File: src/rtl/erc_pkg.sv
package erc_pkg;

	// Operating modes supplied by the device mode state machine
	typedef enum logic [2:0] {
		ERC_MODE_INIT,
		ERC_MODE_NORMAL,
		ERC_MODE_STOP,
		ERC_MODE_SLEEP,
		ERC_MODE_RESTART,
		ERC_MODE_FAILSAFE
	} erc_mode_t;

	// Locked configuration of the auxiliary regulator
	typedef enum logic [1:0] {
		ERC_CFG_NONE,
		ERC_CFG_STANDALONE,
		ERC_CFG_LOADSHARE
	} erc_cfg_t;

	// Output voltage codes
	localparam logic ERC_VSEL_5V0 = 1'b0;
	localparam logic ERC_VSEL_3V3 = 1'b1;

	// Reset values
	localparam logic ERC_OFF = 1'b0;

endpackage

File: src/rtl/erc_stage_if.sv
`timescale 1ns/1ns
`default_nettype none

// Stage selection handshake between the control core and stage selector
interface erc_stage_if;
	logic run;     // Regulator enabled
	logic stop_md; // Stop mode in force
	logic hp_on;   // High-power stage on
	logic lp_on;   // Low-power stage on

	modport ctrl (output run, output stop_md, input hp_on, input lp_on);
	modport sel  (input run, input stop_md, output hp_on, output lp_on);
endinterface

`default_nettype wire

File: src/rtl/erc_ctrl.sv
`timescale 1ns/1ns
`default_nettype none

// Operation
// - Standalone: select bit picks 5.0V or 3.3V
// - Voltage select ignored under load sharing
// - Enable bit in Normal locks standalone
// - First load-share write locks load sharing
// - Locked configuration never changes afterward
// - Soft reset keeps the lock
// - Standalone toggles on/off, no error flag
// - Load-share change attempt sets error flag
// - Standalone overcurrent limits, sets clearable flag
// - Standalone output undervoltage sets flag
// - Load sharing has no undervoltage flag
// - Load sharing never limits or flags overcurrent
// - Battery undervoltage switches off unless kept
// - Stop disables load sharing, Normal restores
// - Stop-keep holds load sharing in Stop
// - Fail-Safe shuts load sharing regulator down
// - Per-mode on/off table by configuration
// - Stop: high stage follows base current hysteresis
// - Normal: high-power stage only
module erc_ctrl (
	input  wire logic       sys_clk_i,
	input  wire logic       reset_i,          // Power-on reset
	input  wire logic       soft_reset_i,     // Device soft reset
	input  wire erc_pkg::erc_mode_t mode_i,   // Registered mode
	input  wire logic       wr_strobe_i,      // Control write pulse
	input  wire logic       standalone_enable_bit_i,
	input  wire logic       load_share_bit_i,
	input  wire logic       ext_reg_voltage_select_i,
	input  wire logic       stop_keep_bit_i,
	input  wire logic       keep_on_in_undervoltage_bit_i,
	input  wire logic       oc_clear_i,       // Clear overcurrent flag
	input  wire logic       uv_clear_i,       // Clear undervoltage flag
	input  wire logic       shunt_sense_pin_i, // Shunt threshold reached
	input  wire logic       output_sense_pin_i, // Output low
	input  wire logic       batt_uv_i,        // Battery undervoltage
	input  wire logic       base_hi_i,
	input  wire logic       base_lo_i,
	input  wire logic       main_reg_on_i,    // Main regulator state
	output logic            pass_base_drive_pin_o,
	output logic            current_limit_o,
	output logic            volt_3v3_o,
	output logic            hp_stage_o,
	output logic            lp_stage_o,
	output logic            overcurrent_flag_o,
	output logic            output_undervoltage_flag_o,
	output logic            spi_fail_o,
	output var erc_pkg::erc_cfg_t cfg_o
);

	// Pin synchronisers
	logic [1:0] sh_sync_ff;  // Shunt comparator
	logic [1:0] os_sync_ff;  // Output undervoltage comparator
	logic [1:0] uv_sync_ff;  // Battery undervoltage
	logic [1:0] bh_sync_ff;  // Base current above rising
	logic [1:0] bl_sync_ff;  // Base current below falling

	// Configuration and state
	erc_pkg::erc_cfg_t cfg_ff; // Locked configuration
	logic sw_on_ff;            // Software on/off in standalone
	logic hold_ff;             // State held in Stop, Sleep and Restart; cleared in Init and Fail-Safe
	logic run;                 // Combined enable decision
	logic nxt_run;
	logic sa;                  // Standalone in force
	logic ls;                  // Load sharing in force
	logic oc_ev;               // Overcurrent event
	logic uv_ev;               // Output undervoltage event
	logic cfg_try;             // Attempt to change configuration
	logic is_stop;

	erc_stage_if stg ();

	// Two flip-flops on every asynchronous comparator input
	always_ff @(posedge sys_clk_i) begin
		if (reset_i) begin
			sh_sync_ff <= 2'h0;
			os_sync_ff <= 2'h0;
			uv_sync_ff <= 2'h0;
			bh_sync_ff <= 2'h0;
			bl_sync_ff <= 2'h0;
		end else begin
			sh_sync_ff <= {sh_sync_ff[0], shunt_sense_pin_i};
			os_sync_ff <= {os_sync_ff[0], output_sense_pin_i};
			uv_sync_ff <= {uv_sync_ff[0], batt_uv_i};
			bh_sync_ff <= {bh_sync_ff[0], base_hi_i};
			bl_sync_ff <= {bl_sync_ff[0], base_lo_i};
		end
	end

	assign sa = (cfg_ff == erc_pkg::ERC_CFG_STANDALONE);
	assign ls = (cfg_ff == erc_pkg::ERC_CFG_LOADSHARE);
	assign is_stop = (mode_i == erc_pkg::ERC_MODE_STOP);

	// Trying to switch configuration after the lock
	assign cfg_try = wr_strobe_i &&
		((sa && load_share_bit_i) ||
		 (ls && (standalone_enable_bit_i || !load_share_bit_i)));

	// Configuration lock; only power-on reset releases it
	always_ff @(posedge sys_clk_i) begin
		if (reset_i) begin
			cfg_ff <= erc_pkg::ERC_CFG_NONE;
		end else if (wr_strobe_i && cfg_ff == erc_pkg::ERC_CFG_NONE) begin
			if (load_share_bit_i) begin
				cfg_ff <= erc_pkg::ERC_CFG_LOADSHARE;
			end else if (standalone_enable_bit_i &&
			             mode_i == erc_pkg::ERC_MODE_NORMAL) begin
				cfg_ff <= erc_pkg::ERC_CFG_STANDALONE;
			end
		end
		// Soft reset does not touch cfg_ff
		// No other path writes cfg_ff
	end

	// Software on/off for standalone, writable in Normal only
	always_ff @(posedge sys_clk_i) begin
		if (reset_i || soft_reset_i) begin
			sw_on_ff <= erc_pkg::ERC_OFF;
		end else if (wr_strobe_i && mode_i == erc_pkg::ERC_MODE_NORMAL &&
		             !load_share_bit_i && (sa ||
		             cfg_ff == erc_pkg::ERC_CFG_NONE)) begin
			sw_on_ff <= standalone_enable_bit_i;
		end
	end

	// Voltage select; ignored under load sharing
	always_ff @(posedge sys_clk_i) begin
		if (reset_i || soft_reset_i) begin
			volt_3v3_o <= erc_pkg::ERC_VSEL_5V0;
		end else if (ls) begin
			volt_3v3_o <= erc_pkg::ERC_VSEL_5V0;
		end else if (wr_strobe_i) begin
			volt_3v3_o <= ext_reg_voltage_select_i;
		end
	end

	// Error flag: only under load sharing lock; set wins over clear
	always_ff @(posedge sys_clk_i) begin
		if (reset_i || soft_reset_i) begin
			spi_fail_o <= 1'b0;
		end else if (cfg_try && ls) begin
			spi_fail_o <= 1'b1;
		end else if (wr_strobe_i) begin
			spi_fail_o <= 1'b0;
		end
	end

	// Per-mode enable decision, combinational; registered into the drive pin
	always_comb begin
		nxt_run = 1'b0;
		unique case (mode_i)
			erc_pkg::ERC_MODE_INIT:     nxt_run = 1'b0;
			erc_pkg::ERC_MODE_FAILSAFE: nxt_run = 1'b0;
			erc_pkg::ERC_MODE_NORMAL: begin
				nxt_run = ls || (sa && sw_on_ff);
			end
			erc_pkg::ERC_MODE_STOP: begin
				nxt_run = ls ? stop_keep_bit_i : hold_ff;
			end
			erc_pkg::ERC_MODE_SLEEP: begin
				nxt_run = ls ? 1'b0 : hold_ff;
			end
			erc_pkg::ERC_MODE_RESTART: begin
				nxt_run = ls ? main_reg_on_i : hold_ff;
			end
			default: nxt_run = 1'b0;
		endcase
		// Battery undervoltage gate
		if (uv_sync_ff[1] && !keep_on_in_undervoltage_bit_i) begin
			nxt_run = 1'b0;
		end
	end

	// Standalone state frozen in Stop, Sleep and Restart; cleared in Init and Fail-Safe
	always_ff @(posedge sys_clk_i) begin
		if (reset_i) begin
			hold_ff <= erc_pkg::ERC_OFF;
		end else if (mode_i == erc_pkg::ERC_MODE_NORMAL) begin
			hold_ff <= sa && sw_on_ff;
		end else if (mode_i == erc_pkg::ERC_MODE_INIT ||
		             mode_i == erc_pkg::ERC_MODE_FAILSAFE) begin
			hold_ff <= erc_pkg::ERC_OFF;
		end
	end

	assign run = nxt_run;

	// Registered drive enable
	always_ff @(posedge sys_clk_i) begin
		if (reset_i) begin
			pass_base_drive_pin_o <= erc_pkg::ERC_OFF;
		end else begin
			pass_base_drive_pin_o <= run;
		end
	end

	assign oc_ev = sa && pass_base_drive_pin_o && sh_sync_ff[1];
	assign uv_ev = sa && pass_base_drive_pin_o && os_sync_ff[1];

	// Current limiting in standalone only
	always_ff @(posedge sys_clk_i) begin
		if (reset_i) begin
			current_limit_o <= 1'b0;
		end else begin
			current_limit_o <= oc_ev;
		end
	end

	// Overcurrent flag; clear only once condition gone
	always_ff @(posedge sys_clk_i) begin
		if (reset_i || soft_reset_i) begin
			overcurrent_flag_o <= 1'b0;
		end else if (oc_ev) begin
			overcurrent_flag_o <= 1'b1;
		end else if (oc_clear_i) begin
			overcurrent_flag_o <= 1'b0;
		end
	end

	// Output undervoltage flag, standalone only
	always_ff @(posedge sys_clk_i) begin
		if (reset_i || soft_reset_i) begin
			output_undervoltage_flag_o <= 1'b0;
		end else if (uv_ev) begin
			output_undervoltage_flag_o <= 1'b1;
		end else if (uv_clear_i) begin
			output_undervoltage_flag_o <= 1'b0;
		end
	end

	// Stage selector inputs
	assign stg.run = run;
	assign stg.stop_md = is_stop;

	erc_stage_sel u_stage (
		.sys_clk_i (sys_clk_i),
		.reset_i   (reset_i),
		.base_hi_i (bh_sync_ff[1]),
		.base_lo_i (bl_sync_ff[1]),
		.stg       (stg)
	);

	// Registered stage outputs and configuration
	always_ff @(posedge sys_clk_i) begin
		if (reset_i) begin
			hp_stage_o <= 1'b0;
			lp_stage_o <= 1'b0;
			cfg_o      <= erc_pkg::ERC_CFG_NONE;
		end else begin
			hp_stage_o <= stg.hp_on;
			lp_stage_o <= stg.lp_on;
			cfg_o      <= cfg_ff;
		end
	end

	// Assertions
	property p_lock_kept;
		@(posedge sys_clk_i) disable iff (reset_i)
		(cfg_ff != erc_pkg::ERC_CFG_NONE) |=> $stable(cfg_ff);
	endproperty
	a_lock_kept: assert property (p_lock_kept)
		else $error("locked configuration changed");

	property p_ls_fail;
		@(posedge sys_clk_i) disable iff (reset_i || soft_reset_i)
		(ls && cfg_try) |=> spi_fail_o;
	endproperty
	a_ls_fail: assert property (p_ls_fail)
		else $error("error flag not set on locked change");

	property p_sa_nofail;
		@(posedge sys_clk_i) disable iff (reset_i)
		(sa && wr_strobe_i) |=> !spi_fail_o;
	endproperty
	a_sa_nofail: assert property (p_sa_nofail)
		else $error("error flag set in standalone");

	// Watches the outputs, so a broken event gate shows up here
	property p_ls_no_oc;
		@(posedge sys_clk_i) disable iff (reset_i)
		ls |-> !current_limit_o && !overcurrent_flag_o &&
			!output_undervoltage_flag_o;
	endproperty
	a_ls_no_oc: assert property (p_ls_no_oc)
		else $error("limit or flag under load sharing");

	// Select bit has no effect once load sharing holds
	property p_ls_vsel;
		@(posedge sys_clk_i) disable iff (reset_i || soft_reset_i)
		ls |=> (volt_3v3_o == erc_pkg::ERC_VSEL_5V0);
	endproperty
	a_ls_vsel: assert property (p_ls_vsel)
		else $error("voltage select followed under load sharing");

	property p_failsafe_off;
		@(posedge sys_clk_i) disable iff (reset_i)
		(mode_i == erc_pkg::ERC_MODE_FAILSAFE) |=> !pass_base_drive_pin_o;
	endproperty
	a_failsafe_off: assert property (p_failsafe_off)
		else $error("regulator on in fail-safe");

	property p_batt_uv;
		@(posedge sys_clk_i) disable iff (reset_i)
		(uv_sync_ff[1] && !keep_on_in_undervoltage_bit_i)
			|=> !pass_base_drive_pin_o;
	endproperty
	a_batt_uv: assert property (p_batt_uv)
		else $error("regulator on in battery undervoltage");

	property p_stop_ls;
		@(posedge sys_clk_i) disable iff (reset_i)
		(ls && is_stop && !stop_keep_bit_i) |=> !pass_base_drive_pin_o;
	endproperty
	a_stop_ls: assert property (p_stop_ls)
		else $error("load sharing active in stop");

	property p_oc_flag;
		@(posedge sys_clk_i) disable iff (reset_i || soft_reset_i)
		oc_ev |=> overcurrent_flag_o;
	endproperty
	a_oc_flag: assert property (p_oc_flag)
		else $error("overcurrent flag missed");

	c_sa_lock: cover property (@(posedge sys_clk_i) $rose(sa));
	c_ls_lock: cover property (@(posedge sys_clk_i) $rose(ls));
	c_hp_stop: cover property (@(posedge sys_clk_i) is_stop && hp_stage_o);

endmodule

`default_nettype wire

File: src/rtl/erc_stage_sel.sv
`timescale 1ns/1ns
`default_nettype none

// Chooses between low-power and high-power regulator stages
module erc_stage_sel (
	input  wire logic   sys_clk_i,
	input  wire logic   reset_i,
	input  wire logic   base_hi_i, // Base current above rising threshold
	input  wire logic   base_lo_i, // Base current below falling threshold
	erc_stage_if.sel    stg
);

	logic hp_ff; // High-power stage in Stop mode
	logic nxt_hp;

	// Hysteresis between rising and falling base current thresholds
	always_comb begin
		nxt_hp = hp_ff;
		if (!stg.run || !stg.stop_md) begin
			nxt_hp = 1'b0;
		end else if (base_hi_i) begin
			nxt_hp = 1'b1;
		end else if (base_lo_i) begin
			nxt_hp = 1'b0;
		end
	end

	always_ff @(posedge sys_clk_i) begin
		if (reset_i) begin
			hp_ff <= 1'b0;
		end else begin
			hp_ff <= nxt_hp;
		end
	end

	// Normal mode runs only the high-power stage
	assign stg.hp_on = stg.run && (!stg.stop_md || hp_ff);
	assign stg.lp_on = stg.run && stg.stop_md;

endmodule

`default_nettype wire

File: config.mk
export PLATFORM = sky130hd
export DESIGN_NAME = erc_ctrl
export DESIGN_NICKNAME = d
export VERILOG_FILES = /design/src/rtl/erc_pkg.sv /design/src/rtl/erc_stage_if.sv /design/src/rtl/erc_ctrl.sv /design/src/rtl/erc_stage_sel.sv
export SDC_FILE = /design/constraint.sdc
export NUM_CORES = 1
export LEC_CHECK = 0
export CAP_MARGIN = 20
export CORE_MARGIN = 5
export CORE_UTILIZATION = 30
export CTS_CLUSTER_DIAMETER = 40
export DETAILED_ROUTE_END_ITERATION = 6
export DONT_BUFFER_PORTS = 1
export PLACE_DENSITY = 0.51
export SLEW_MARGIN = 40
export SYNTH_ARGS = -nofsm -noshare
export SYNTH_HDL_FRONTEND = slang
export SYNTH_SLANG_ARGS = --single-unit
File: constraint.sdc
create_clock -name sys_clk_i -period 2.5 [get_ports sys_clk_i]
set_input_delay 0.125 -clock sys_clk_i [delete_from_list [all_inputs] [get_ports sys_clk_i]]
set_output_delay 0.125 -clock sys_clk_i [all_outputs]
set_load 0.02 [all_outputs]
==> flow_summary.json <==
{
  "area_growth_pct": 21.7,
  "ys_ff_latch": 25,
  "synth.distinct_cells": 27,
  "grt_max_degree": 23,
  "critPathTopFamily": "buffers and inverters",
  "cts_inserted_buffers": 3,
  "coreArea_um2": 3030,
  "hold_start": "wr_strobe_i",
  "rrSetupSlack_ns": 0.98,
  "ir_worst_vdd_mv": 0.275,
  "ys_seq_area_frac": 0.537,
  "start_kind": "input pin",
  "reg2reg_to": "sw_on_ff$_SDFFE_PP0P_",
  "maxCapViolCount": 0,
  "path_class": "input pin to flop",
  "r2r_start": "cfg_ff[1]$_SDFFE_PP0P_",
  "die_w_um": 65.7,
  "cts_resized": 0,
  "syn_inst": 91,
  "post-route-min-period_ns": 1.66,
  "hpwl_um": 1320,
  "endpoint_kind": "flop",
  "synth_area_leaders": "dfxtp_1, nor2b_1, a21oi_1",
  "synth_ff_type": "dfxtp_1",
  "grt_util_all_layers": 0.0928,
  "die_h_um": 65.7,
  "rsz0062_at_grt": "false",
  "timing.slew.headroom": 0.659,
  "cts_sinks": 25,
  "clock_skew_ns": 0.00903,
  "max_freq_mhz": 603,
  "slowest_stage": "dlygate4sd3_1",
  "leakage_nw": 0.404,
  "finalSetupViolCount": 0,
  "setup_slack_ns": 0.842,
  "cts_setup_buffers": 0,
  "rows": 20,
  "dr.pass1.iters": 4,
  "yosysWarnings": 0,
  "num_vias": 667,
  "cts-htree-levels": 1,
  "syn-num-nets": 111,
  "clk_path_buf_depth": 2,
  "critical_path.max_stage_delay_ns": 0.63,
  "worst_pin_slew_ns": 0.510,
  "hold_end": "sw_on_ff$_SDFFE_PP0P_",
  "path_buf_inv": 2,
  "start_util": 0.308,
  "overflow": 0,
  "reg2regPathDepth": 4,
  "hold_path_depth": 3,
  "finalWirelength_um": 1850,
  "io_pins": 30,
  "wl_per_cell_um": 12.3,
  "final_util": 0.375,
  "fin_nets": 127,
  "drt_iter0_drc": 10,
  "grt_antenna_before_repair": 0,
  "synth_top_area_share": 0.537,
  "clk_latency_ns": 0.31,
  "path_clk_slew_ns": 0.14,
  "synth_edf_count": 0,
  "cellPowerDensity_nw_per_um2": 572,
  "layout-drive-gt1-share": 0.0849,
  "root_buffer": "clkbuf_4",
  "cp_cell_sequence": "dlygate4sd3_1, nor3b_1, dlygate4sd3_1, nand2_1, a21oi_1",
  "finalCritPeriodShare": 0.663,
  "status": "finished, final reports clean",
  "io_buffers": 0,
  "synth_area_leader_cell": "dfxtp_1",
  "pre_cts_slack_ns": 0.998,
  "crit_fanout": 7,
  "drt_drc_violations_left": 0,
  "syn_area_um2": 932,
  "antenna_left": 0,
  "async_reset_ff_frac": 0,
  "via_per_inst": 4.45,
  "tritoncts": "done",
  "critPathArrivalTime_ns": 1.92,
  "synth.avg_cell_area_um2": 10.2,
  "grt_first_pass_wirelength_um": 2990,
  "grt_pass1_vias": 638,
  "tns_ns": 0,
  "finalHoldViolCount": 0,
  "min_path_type": "input pin to flop",
  "gp_congestion": 0.676,
  "slew_violations": 0,
  "crit_path_frequent_cell": "dlygate4sd3_1",
  "required_ns": 2.76,
  "die_area_um2": 4320,
  "antennaDiodeCount": 0,
  "cts_hold_buf": 13
}
## metal layers
metal / global-route usage / up-vias / part of all wire
li1: - / 342 / -
met1: 0.106 / 313 / 0.42
met2: 0.156 / 10 / 0.54
met3: 0.0256 / 2 / 0.034
met4: 0.0466 / 0 / 0.011
met5: 0 / - / 0
## flip-flops by register name, summed over array words and instances (netlist names), 2 cells and up
register,flops
bh_sync_ff,2
bl_sync_ff,2
cfg_ff,2
cfg_o,2
os_sync_ff,2
sh_sync_ff,2
uv_sync_ff,2
## stage by stage
step / instance area (um2) / std cells / hold slack [ns] / total power, mW
after floorplan: 932 / 91 / 0.197 / 0.456
after global routing: 1130 / 150 / 0.0198 / 0.686
after detailed placement: 980 / 133 / 0.200 / 0.457
after CTS: 1140 / 150 / 0.00652 / 0.663
final: 1130 / 150 / 0.0241 / 0.649
after global placement: 980 / 133 / 0.197 / 0.456
## where the power goes
| group | internal (mW) | leakage [nW] | switching, mW | total, mW |
|---|---|---|---|---|
| Clock | 0.0610 | 0.0139 | 0.119 | 0.180 |
| Sequential | 0.409 | 0.204 | 0.00698 | 0.416 |
| Combinational | 0.0298 | 0.186 | 0.0223 | 0.0521 |
| Total | 0.500 | 0.404 | 0.149 | 0.649 |
## cells by family (layout without fill, tap and decap cells)
kind of cell           count (synthesis)  count (layout)  share of synthesized area
buffers and inverters                  6              21                     0.0242
DFF                                   25              25                      0.537
muxes                                  4               4                     0.0510
AOI/OAI and AO/OA                     18              18                      0.153
and+or+nand+nor                       38              38                      0.235
## tightest hold or removal path, delay by kind of cell
kind	cells	cell delay [ns]
and+or+nand+nor	2	0.12
AOI/OAI and AO/OA	1	0.06
## placed cells by master (no fill, tap or decap)
master / synthesis / final
mux2_4: 1 / 1
dlygate4sd3_1: 0 / 12
a31oi_1: 2 / 2
mux2_1: 2 / 2
dfxtp_1: 25 / 25
nor4_1: 1 / 1
nor2_1: 5 / 5
a211oi_1: 2 / 2
mux2i_1: 1 / 1
nor3_1: 3 / 3
nand2b_1: 2 / 2
a21boi_1: 1 / 1
a21oi_1: 6 / 6
nand3_1: 2 / 2
buf_2: 0 / 1
o31a_1: 1 / 1
nor3b_1: 2 / 2
inv_1: 4 / 4
nand2_1: 4 / 4
clkbuf_4: 0 / 3
nor2b_1: 16 / 16
nor2b_4: 1 / 1
clkinvlp_4: 0 / 1
a2111oi_4: 1 / 1
o211ai_1: 1 / 1
and2_1: 1 / 1
o21ai_0: 2 / 2
nand4_1: 1 / 1
o21a_1: 1 / 1
a32oi_2: 1 / 1
## cells in the mapped netlist, types with 2 or more instances
cell	instances
inv_1	4
mux2_1	2
o21ai_0	2
nor3_1	3
dfxtp_1	25
nor2_1	5
a31oi_1	2
nand2b_1	2
nor3b_1	2
a21oi_1	6
nand3_1	2
a211oi_1	2
nand2_1	4
nor2b_1	16
clkbuf_1	2
## final cells by class
class	count	area (um2)
Multi-Input combinational cell	60	409
Inverter	4	15.0
Clock inverter	1	7.51
Fill cell	308	1890
Clock buffer	3	22.5
Timing Repair Buffer	13	125
Tap cell	44	55.1
Sequential cell	25	500
## how the worst max path moves through the flow
stage,cells after the start,to,start
floorplan,4,hp_stage_o$_SDFF_PP0_,cfg_ff[1]$_SDFFE_PP0P_
global placement,4,hp_stage_o$_SDFF_PP0_,cfg_ff[1]$_SDFFE_PP0P_
detailed placement,4,lp_stage_o$_SDFF_PP0_,cfg_ff[1]$_SDFFE_PP0P_
CTS,5,lp_stage_o$_SDFF_PP0_,mode_i[2]
global route,5,lp_stage_o$_SDFF_PP0_,mode_i[2]
finish,5,lp_stage_o$_SDFF_PP0_,mode_i[2]
Note: power is estimated with default switching activity, not from simulation.
